[src/inc/gpioi_pkg.sv]
// Constants shared by the pin port and its input synchroniser
package gpioi_pkg;

    // ==========================================================
    // Widths
    localparam int unsigned ADDR_W = 8;
    localparam int unsigned DATA_W = 32;

    // ==========================================================
    // Register byte offsets
    localparam logic [ADDR_W-1:0] OFS_INPUT    = 8'h00;
    localparam logic [ADDR_W-1:0] OFS_OUTPUT   = 8'h04;
    localparam logic [ADDR_W-1:0] OFS_DIR      = 8'h08;
    localparam logic [ADDR_W-1:0] OFS_RISE_EN  = 8'h0c;
    localparam logic [ADDR_W-1:0] OFS_FALL_EN  = 8'h10;
    localparam logic [ADDR_W-1:0] OFS_HIGH_EN  = 8'h14;
    localparam logic [ADDR_W-1:0] OFS_LOW_EN   = 8'h18;
    localparam logic [ADDR_W-1:0] OFS_IRQ_STAT = 8'h1c;
    localparam logic [ADDR_W-1:0] OFS_IRQ_MASK = 8'h20;

    // ==========================================================
    // Reset values
    localparam logic [DATA_W-1:0] RST_OUTPUT   = 32'h0000_0000;
    localparam logic [DATA_W-1:0] RST_DIR      = 32'h0000_0000;
    localparam logic [DATA_W-1:0] RST_INT_EN   = 32'h0000_0000;
    localparam logic [DATA_W-1:0] RST_IRQ_STAT = 32'h0000_0000;
    localparam logic [DATA_W-1:0] RST_IRQ_MASK = 32'h0000_0000;
    localparam logic [DATA_W-1:0] RD_UNMAPPED  = 32'h0000_0000;

    // ==========================================================
    // Timing in clock cycles
    localparam int unsigned SYNC_STAGES   = 3;
    localparam int unsigned LAT_PIN_LEVEL = 4;

endpackage : gpioi_pkg

[src/inc/gpioi_sync_if.sv]
// Interface carrying raw pins and their filtered level and edge pulses
`timescale 1ns/1ps
`default_nettype none

interface gpioi_sync_if #(
    parameter int unsigned W = 32
);
    logic [W-1:0] pin_raw;
    logic [W-1:0] level;
    logic [W-1:0] rise;
    logic [W-1:0] fall;

    modport src (input pin_raw, output level, output rise, output fall);
    modport dst (output pin_raw, input level, input rise, input fall);
endinterface : gpioi_sync_if

`default_nettype wire

[src/logic/gpioi_sync.sv]
// Per-pin input synchroniser, agreement filter and edge detector
`timescale 1ns/1ps
`default_nettype none

module gpioi_sync #(
    parameter int unsigned W = 32
) (
    input  wire logic clk,
    input  wire logic rst,
    gpioi_sync_if.src sio
);
    import gpioi_pkg::*;

    logic [W-1:0] meta_reg;
    logic [W-1:0] s2_reg;
    logic [W-1:0] s3_reg;
    logic [W-1:0] level_reg;
    logic [W-1:0] prev_reg;

    // ==========================================================
    // Synchroniser and filter
    genvar i;
    generate
        for (i = 0; i < W; i++) begin : g_bit
            always_ff @(posedge clk or posedge rst) begin
                if (rst) begin
                    meta_reg[i]  <= 1'b0;
                    s2_reg[i]    <= 1'b0;
                    s3_reg[i]    <= 1'b0;
                    level_reg[i] <= 1'b0;
                    prev_reg[i]  <= 1'b0;
                end else begin
                    meta_reg[i] <= sio.pin_raw[i];
                    s2_reg[i]   <= meta_reg[i];
                    s3_reg[i]   <= s2_reg[i];
                    // A change counts only once two late stages agree
                    if (s2_reg[i] == s3_reg[i]) begin
                        level_reg[i] <= s3_reg[i];
                    end
                    prev_reg[i] <= level_reg[i];
                end
            end
        end
    endgenerate

    // Edges from current sample against the previous one
    assign sio.level = level_reg;
    assign sio.rise  = level_reg & ~prev_reg;
    assign sio.fall  = ~level_reg & prev_reg;
endmodule : gpioi_sync

`default_nettype wire

[src/logic/gpioi_port.sv]
// 32-bit pin port with direction, output value and pin interrupts
//
// Summary of operation
// - Direction bit one drives pin, zero inputs
// - Output value register drives pins, reads back
// - Direction register reads back as written
// - Enabled rising edge raises interrupt
// - Enabled falling edge raises interrupt
// - Enabled high level raises interrupt
// - Enabled low level raises interrupt
// - Input register reads sampled pin state
//
// The register offsets and the address-and-strobe port were chosen for this implementation.
`timescale 1ns/1ps
`default_nettype none

module gpioi_port (
    input  wire logic                          clk,
    input  wire logic                          rst,
    input  wire logic [gpioi_pkg::ADDR_W-1:0]  reg_addr,
    input  wire logic [gpioi_pkg::DATA_W-1:0]  reg_wdata,
    input  wire logic                          reg_wr,
    input  wire logic                          reg_rd,
    output var  logic [gpioi_pkg::DATA_W-1:0]  reg_rdata,
    input  wire logic [gpioi_pkg::DATA_W-1:0]  pin_in,
    output var  logic [gpioi_pkg::DATA_W-1:0]  pin_out,
    output var  logic [gpioi_pkg::DATA_W-1:0]  pin_oe,
    output var  logic                          irq
);
    import gpioi_pkg::*;

    // ==========================================================
    // Declarations
    logic [DATA_W-1:0] out_reg;
    logic [DATA_W-1:0] dir_reg;
    logic [DATA_W-1:0] rise_en_reg;
    logic [DATA_W-1:0] fall_en_reg;
    logic [DATA_W-1:0] high_en_reg;
    logic [DATA_W-1:0] low_en_reg;
    logic [DATA_W-1:0] stat_reg;
    logic [DATA_W-1:0] stat_next;
    logic [DATA_W-1:0] mask_reg;
    logic [DATA_W-1:0] rdata_reg;
    logic [DATA_W-1:0] rdata_next;
    logic [DATA_W-1:0] event_vec;
    logic [DATA_W-1:0] stat_clr;
    logic              irq_reg;
    logic              wr_out;
    logic              wr_dir;
    logic              wr_rise;
    logic              wr_fall;
    logic              wr_high;
    logic              wr_low;
    logic              wr_stat;
    logic              wr_mask;

    gpioi_sync_if #(.W(DATA_W)) sync_bus ();

    // ==========================================================
    // Input synchroniser
    assign sync_bus.pin_raw = pin_in;

    gpioi_sync #(
        .W   (DATA_W)
    ) u_sync (
        .clk (clk),
        .rst (rst),
        .sio (sync_bus.src)
    );

    // ==========================================================
    // Write decode
    assign wr_out  = reg_wr && (reg_addr == OFS_OUTPUT);
    assign wr_dir  = reg_wr && (reg_addr == OFS_DIR);
    assign wr_rise = reg_wr && (reg_addr == OFS_RISE_EN);
    assign wr_fall = reg_wr && (reg_addr == OFS_FALL_EN);
    assign wr_high = reg_wr && (reg_addr == OFS_HIGH_EN);
    assign wr_low  = reg_wr && (reg_addr == OFS_LOW_EN);
    assign wr_stat = reg_wr && (reg_addr == OFS_IRQ_STAT);
    assign wr_mask = reg_wr && (reg_addr == OFS_IRQ_MASK);

    // ==========================================================
    // Output value and direction
    always_ff @(posedge clk or posedge rst) begin
        if (rst) begin
            out_reg <= RST_OUTPUT;
        end else if (wr_out) begin
            out_reg <= reg_wdata;
        end
    end

    always_ff @(posedge clk or posedge rst) begin
        if (rst) begin
            dir_reg <= RST_DIR;
        end else if (wr_dir) begin
            dir_reg <= reg_wdata;
        end
    end

    // Pins driven straight from the stored values
    assign pin_out = out_reg;
    assign pin_oe  = dir_reg;

    // ==========================================================
    // Interrupt enables
    always_ff @(posedge clk or posedge rst) begin
        if (rst) begin
            rise_en_reg <= RST_INT_EN;
        end else if (wr_rise) begin
            rise_en_reg <= reg_wdata;
        end
    end

    always_ff @(posedge clk or posedge rst) begin
        if (rst) begin
            fall_en_reg <= RST_INT_EN;
        end else if (wr_fall) begin
            fall_en_reg <= reg_wdata;
        end
    end

    always_ff @(posedge clk or posedge rst) begin
        if (rst) begin
            high_en_reg <= RST_INT_EN;
        end else if (wr_high) begin
            high_en_reg <= reg_wdata;
        end
    end

    always_ff @(posedge clk or posedge rst) begin
        if (rst) begin
            low_en_reg <= RST_INT_EN;
        end else if (wr_low) begin
            low_en_reg <= reg_wdata;
        end
    end

    always_ff @(posedge clk or posedge rst) begin
        if (rst) begin
            mask_reg <= RST_IRQ_MASK;
        end else if (wr_mask) begin
            mask_reg <= reg_wdata;
        end
    end

    // ==========================================================
    // Per-pin events and sticky status
    // Output pins are watched too, so software can loop back its own drive
    assign event_vec = (sync_bus.rise  & rise_en_reg)
                     | (sync_bus.fall  & fall_en_reg)
                     | (sync_bus.level & high_en_reg)
                     | (~sync_bus.level & low_en_reg);

    assign stat_clr  = wr_stat ? reg_wdata : '0;

    // Set beats clear; a held level re-arms its bit at once
    assign stat_next = (stat_reg & ~stat_clr) | event_vec;

    always_ff @(posedge clk or posedge rst) begin
        if (rst) begin
            stat_reg <= RST_IRQ_STAT;
        end else begin
            stat_reg <= stat_next;
        end
    end

    // One cycle behind status, kept registered for a clean output
    always_ff @(posedge clk or posedge rst) begin
        if (rst) begin
            irq_reg <= 1'b0;
        end else begin
            irq_reg <= |(stat_reg & mask_reg);
        end
    end

    assign irq = irq_reg;

    // ==========================================================
    // Read path
    always_comb begin
        rdata_next = RD_UNMAPPED;
        unique case (reg_addr)
            OFS_INPUT:    rdata_next = sync_bus.level;
            OFS_OUTPUT:   rdata_next = out_reg;
            OFS_DIR:      rdata_next = dir_reg;
            OFS_RISE_EN:  rdata_next = rise_en_reg;
            OFS_FALL_EN:  rdata_next = fall_en_reg;
            OFS_HIGH_EN:  rdata_next = high_en_reg;
            OFS_LOW_EN:   rdata_next = low_en_reg;
            OFS_IRQ_STAT: rdata_next = stat_reg;
            OFS_IRQ_MASK: rdata_next = mask_reg;
            default:      rdata_next = RD_UNMAPPED;
        endcase
    end

    // Data valid only in the cycle after the strobe
    always_ff @(posedge clk or posedge rst) begin
        if (rst) begin
            rdata_reg <= RD_UNMAPPED;
        end else if (reg_rd) begin
            rdata_reg <= rdata_next;
        end else begin
            rdata_reg <= RD_UNMAPPED;
        end
    end

    assign reg_rdata = rdata_reg;
endmodule : gpioi_port

`default_nettype wire

[config.mk]
export PLATFORM = sky130hd
export DESIGN_NAME = gpioi_port
export DESIGN_NICKNAME = d
export VERILOG_FILES = /design/src/inc/gpioi_pkg.sv /design/src/inc/gpioi_sync_if.sv /design/src/logic/gpioi_sync.sv /design/src/logic/gpioi_port.sv
export SDC_FILE = /design/constraint.sdc
export NUM_CORES = 1
export LEC_CHECK = 0
export BUFFER_PORTS_ARGS = -buffer_cell sky130_fd_sc_hd__buf_4
export CAP_MARGIN = 20
export CORE_MARGIN = 4
export CORE_UTILIZATION = 32
export DETAILED_ROUTE_END_ITERATION = 10
export GPL_TIMING_DRIVEN = 0
export HOLD_SLACK_MARGIN = 0.02
export PLACE_DENSITY = 0.6
export SKIP_LAST_GASP = 1
export SYNTH_ARGS = -nofsm -noshare
export SYNTH_HDL_FRONTEND = slang
export SYNTH_SLANG_ARGS = --single-unit
[constraint.sdc]
create_clock -name clk -period 15.07 [get_ports clk]
set_input_delay 3.014 -clock clk [delete_from_list [all_inputs] [get_ports clk]]
set_output_delay 3.014 -clock clk [all_outputs]
set_load 0.03 [all_outputs]
# Word level (Yosys, flattened, before mapping)
# Index checks and enable logic that the tools add are counted.
[word_totals]
register_bits = 449
latch_bits = 0
mem_bits_rw = 0
mem_bits_ro = 0
input_bits = 76
mem_count = 0
[op_classes]
n_addsub = 0
mul = 0
div = 0
magnitude_cmp = 0
eq_ne = 40
shift = 0
n_mux = 3
bitwise = 15
n_reduce_logical = 10
[op_table]
columns = ["cell", "n"]
rows = [
  ["$pmux W32 S9", 1],
  ["$and A32 B32 Y32", 8],
  ["$or A32 B32 Y32", 4],
  ["$not A32 Y32", 3],
  ["$mux W32", 2],
  ["$eq A1 B1 Y1", 32],
  ["$eq A8 B5 Y1 const B", 4],
  ["$reduce_or A32 Y1", 1],
  ["$eq A8 B4 Y1 const B", 2],
  ["$eq A8 B3 Y1 const B", 1],
  ["$eq A8 B6 Y1 const B", 1],
  ["$logic_and A1 B1 Y1", 8],
  ["$logic_not A8 Y1", 1],
]

# Depth between registers and ports, before layout
[logic_depth]
word_depth = 7
depth_mapped = 7
ltp_nobuf = 4

# Modules after synthesis
# Synthesis repeated with hierarchy kept, for this count alone.
[unflattened]
hier_cells = 1373
area_unflattened_um2 = 18606.6
[by_module_without_submodules]
columns = ["mod", "instances", "cells_each", "area_per_inst_um2"]
rows = [
  ["gpioi_port", 1, 1116, 13819.5],
  ["gpioi_sync", 1, 257, 4787.1],
]

# Worst setup path before layout
# Ideal clock, no wire load.
[synth_timing]
path_type = "in2reg"
start = "input reg_addr[1] (netlist bit)"
end = "register mask_reg[0]"
arrival_time_ns = 4.586
slack_ns = 10.356
cell_stages = 5
n_path_buf = 1
cell_sequence = "or4_1 nor4b_4 nand2_1 buf_2 mux2_1"
[synth_between]
elab_chain_cells = 2
[synth_rtl]
columns = ["item", "line", "source"]
rows = [
  ["start: declaration", "gpioi_port.sv:20", "input wire logic [gpioi_pkg::ADDR_W-1:0] reg_addr,"],
  ["$eq A8 B6 Y1", "gpioi_port.sv:80", "assign wr_mask = reg_wr && (reg_addr == OFS_IRQ_MASK);"],
  ["$logic_and A1 B1 Y1", "gpioi_port.sv:80", ""],
  ["end signal: assignment", "gpioi_port.sv:142", "mask_reg <= reg_wdata;"],
  ["end: declaration", "gpioi_port.sv:42", "logic [DATA_W-1:0] mask_reg;"],
]
# No other way between the ends.
# A chain may end at the register's enable or synchronous reset.

# Final worst setup path
[layout_timing]
start = "input reg_addr[1] (netlist bit)"
end = "register rdata_reg[22], in the netlist reg_rdata[22]"
[layout_between]
elab_chain_cells = 3
elab_cells_between_ends = 11
[layout_rtl]
columns = ["item", "line", "source"]
rows = [
  ["$eq A8 B6 Y1, or another cell as far along", "gpioi_port.sv:182", "unique case (reg_addr)"],
  ["$pmux W32 S9 *", "gpioi_port.sv:182", ""],
  ["$mux W32 *", "gpioi_port.sv:200", "end else if (reg_rd) begin"],
  ["end signal: assignment", "gpioi_port.sv:201", "rdata_reg <= rdata_next;"],
  ["end: declaration", "gpioi_port.sv:43", "logic [DATA_W-1:0] rdata_reg;"],
]
# Mark *: on every way between the ends. The rest lies on a longest branch, timed or not.

==> metrics.md <==
| Metric | Value |
|---|---|
| GR Util met2 | `0.2825` |
| Gpl congestion | `0.9062` |
| Max Freq | `188.1 MHz` |
| Post-synthesis sequential area ratio | `0.6267` |
| Crit path launch type | `input port` |
| Critical path required time | `15,530 ps` |
| R2r setup slk | `13,300 ps` |
| Final hold violation count | `0` |
| Grt met3 use | `0.04752` |
| RSZ-0062 raised after global routing | `no` |
| Most frequent cells in the layout | `dfrtp_1, mux2_2, buf_4` |
| DRT Wirelength | `55,400 um` |
| Num rows | `86` |
| Die X | `244.7 um` |
| Pre-antenna DRT Iters | `6` |
| Initial cell density of the core | `0.3242` |
| Hold-fix buffers at CTS | `0` |
| Number of synthesized flops with an enable pin | `0` |
| Vias in the first global route | `12.59k` |
| Largest net degree at the start of global routing | `43` |
| Number of routed nets with antenna violations | `0` |
| Via density | `5.274` |
| Primary FF master, synth | `dfrtp_1` |
| DP Area | `20,400 um^2` |
| Async SR Flop Fraction | `1.000` |
| Worst-Skew Late Latency | `590 ps` |
| Mapped cell area | `17,930 um^2` |
| Number of buffers added on ports | `169` |
| LEAKAGE | `10.02 nW` |
| Ys Warns | `0` |
| Worst r2r dst | `irq$_DFF_PP0_` |
| Yosys reg bits | `449` |
| Critical path type | `in -> reg` |
| Cell variety after synth | `45` |
| Met1 Use GR | `0.2523` |
| Mean Syn Cell Area | `13.80 um^2` |
| Die Ht | `244.7 um` |
| CP Capture Type | `register` |
| Share of cells above drive strength 1 | `0.3250` |
| Area delta synth->final | `22.87%` |
| Max VDD drop | `0.06966 mV` |
| Vias | `12.22k` |
| Worst r2r src | `stat_reg[25]$_DFF_PP0_` |
| Global-route usage over all layers | `0.1829` |
| I/O Pins | `173` |
| DP Worst Slack | `9306 ps` |
| Synth area leader | `dfrtp_1` |
| Fin crit period | `5315 ps` |
| Rel. slew slack | `0.2161` |
| Clock Pin Slew Worst Setup and Hold Paths | `70 ps` |
| GRT overflow | `0` |
| WL/cell | `23.92 um` |
| NumNets Final | `1,608` |
| CP Data Arrival Time | `5780 ps` |
| Final setup viols | `0` |
| Syn Nets | `1,375` |
| Yosys top cell area share | `0.6267` |
| Max Cap Viol | `0` |
| Hold Crit Class | `reg -> reg` |
| Root buffer cell | `clkbuf_16` |
| Power Dens Cells | `124.4 nW/um^2` |
| Sink Count | `449` |
| CTS tree | `yes` |
| Total Power | `2.740 mW` |
| Hold endpoint | `u_sync.s2_reg[2]$_DFF_PP0_` |
| Core Area | `55,310 um^2` |
| Post-DP HPWL | `38,560 um` |
| Design Area, Final | `22,030 um^2` |
| GRT busiest layer | `met2` |
| TritonCTS buffer count | `48` |
| Crit path max fanout | `10` |
| Post-CTS setup buffer count | `0` |
| Global-route wire length before repair | `82,520 um` |
| Synth Instances | `1,299` |
| Most common cell after layout, fill and taps aside | `dfrtp_1` |
| Setup ws final | `9755 ps` |
| Final period util | `0.3527` |
| Hold depth | `0` |
| Top cells by area, synth | `dfrtp_1, mux2_2, mux2i_1` |
| Post-Route Skew | `9.335 ps` |
| DR iter-0 viols | `954` |
| Hold path startpoint | `u_sync.meta_reg[2]$_DFF_PP0_` |
| Die area | `59,880 um^2` |
| CTS resizes | `0` |
| Outcome | `finished clean` |
| Worst Reg-to-Reg Cells | `3` |
| Final Max Slew Viols | `0` |
| Initial antenna violation count | `6` |
| TNS Setup | `0 ps` |
| Max H-tree Level | `2` |
| CTS max path bufs | `3` |
| Worst Tran Pin Value | `1176 ps` |
| DRC errors left | `0` |
-- synthesized netlist by cell type (2+ instances only) --
library cell	n
o22ai_1	27
dfrtp_1	449
a31oi_1	25
a211oi_1	37
buf_2	19
buf_1	13
nor3_1	2
a22o_1	15
o22a_1	11
a32oi_1	3
nor2_1	10
o2bb2ai_1	10
nand4_1	4
nor4b_1	3
or4b_2	2
mux2_2	217
a22oi_1	60
a21oi_1	65
mux2_1	30
nand3_1	5
nand2_1	80
inv_1	33
mux2i_1	58
clkbuf_1	35
maj3_1	32
or4_1	3
a21o_1	32
nor2b_1	2
-- how the worst max path moves through the flow --
stage	cells after the start	slack (ps)	to	start
after floorplan	1	5980	fall_en_reg[0]$_DFFE_PP0P_	rst
after global placement	2	3420	reg_rdata[2]$_DFF_PP0_	rst
after detailed placement	8	9310	reg_rdata[22]$_DFF_PP0_	reg_addr[1]
after CTS	8	9930	reg_rdata[22]$_DFF_PP0_	reg_addr[1]
after global routing	8	9770	reg_rdata[22]$_DFF_PP0_	reg_addr[1]
final	8	9750	reg_rdata[22]$_DFF_PP0_	reg_addr[1]
-- worst max-delay path, cell delays in order --
cell and delay (ps):
buf_4 130, buf_2 170, nor4_2 910, buf_4 290, clkbuf_1 660, o2bb2ai_1 190
nand2_1 70, a31oi_1 340
-- layer usage --
metal  part of all wire  vias to the layer above
met2               0.45                      452
met1               0.43                     6353
met3              0.078                      128
met4              0.035                        6
li1                   -                     5276
met5            0.00067                        -
-- logic make-up (layout without fill, tap and decap cells) --
logic type	after synthesis	after routing	share of synthesized area
buf+inv	100	367	0.02226
compound gates	288	288	0.1103
simple gates	124	124	0.03412
other cells	0	2	0
mux	306	306	0.1888
flops	449	449	0.6267
fa+ha+maj	32	32	0.01786
-- area by class of cell --
type / instances / area (um^2)
clock inverters: 20 / 250.2
well taps: 748 / 935.9
repair buffers: 183 / 1528
inverters: 33 / 127.6
diodes: 2 / 5.005
clock buffers: 64 / 1373
flip-flops and latches: 449 / 11240
plain buffers: 67 / 275.3
multi-input cells: 750 / 6300
fillers: 5279 / 33280
-- power breakdown --
group | switching [mW] | internal (mW)
clock | 0.496 | 0.724
combinational | 0.114 | 0.0874
sequential | 0.0519 | 1.27
total | 0.662 | 2.08
-- per-stage QoR --
step,util,instances,hold WS [ps]
2_1_floorplan,-,1299,331.2
3_3_place_gp,0.3641,2216,333.5
3_5_place_dp,0.3689,2230,334.7
4_1_cts,0.3982,2314,347.7
5_1_grt,0.3983,2315,352.2
6_report,0.3983,2316,345.7
(Power assumes the default switching activity.)
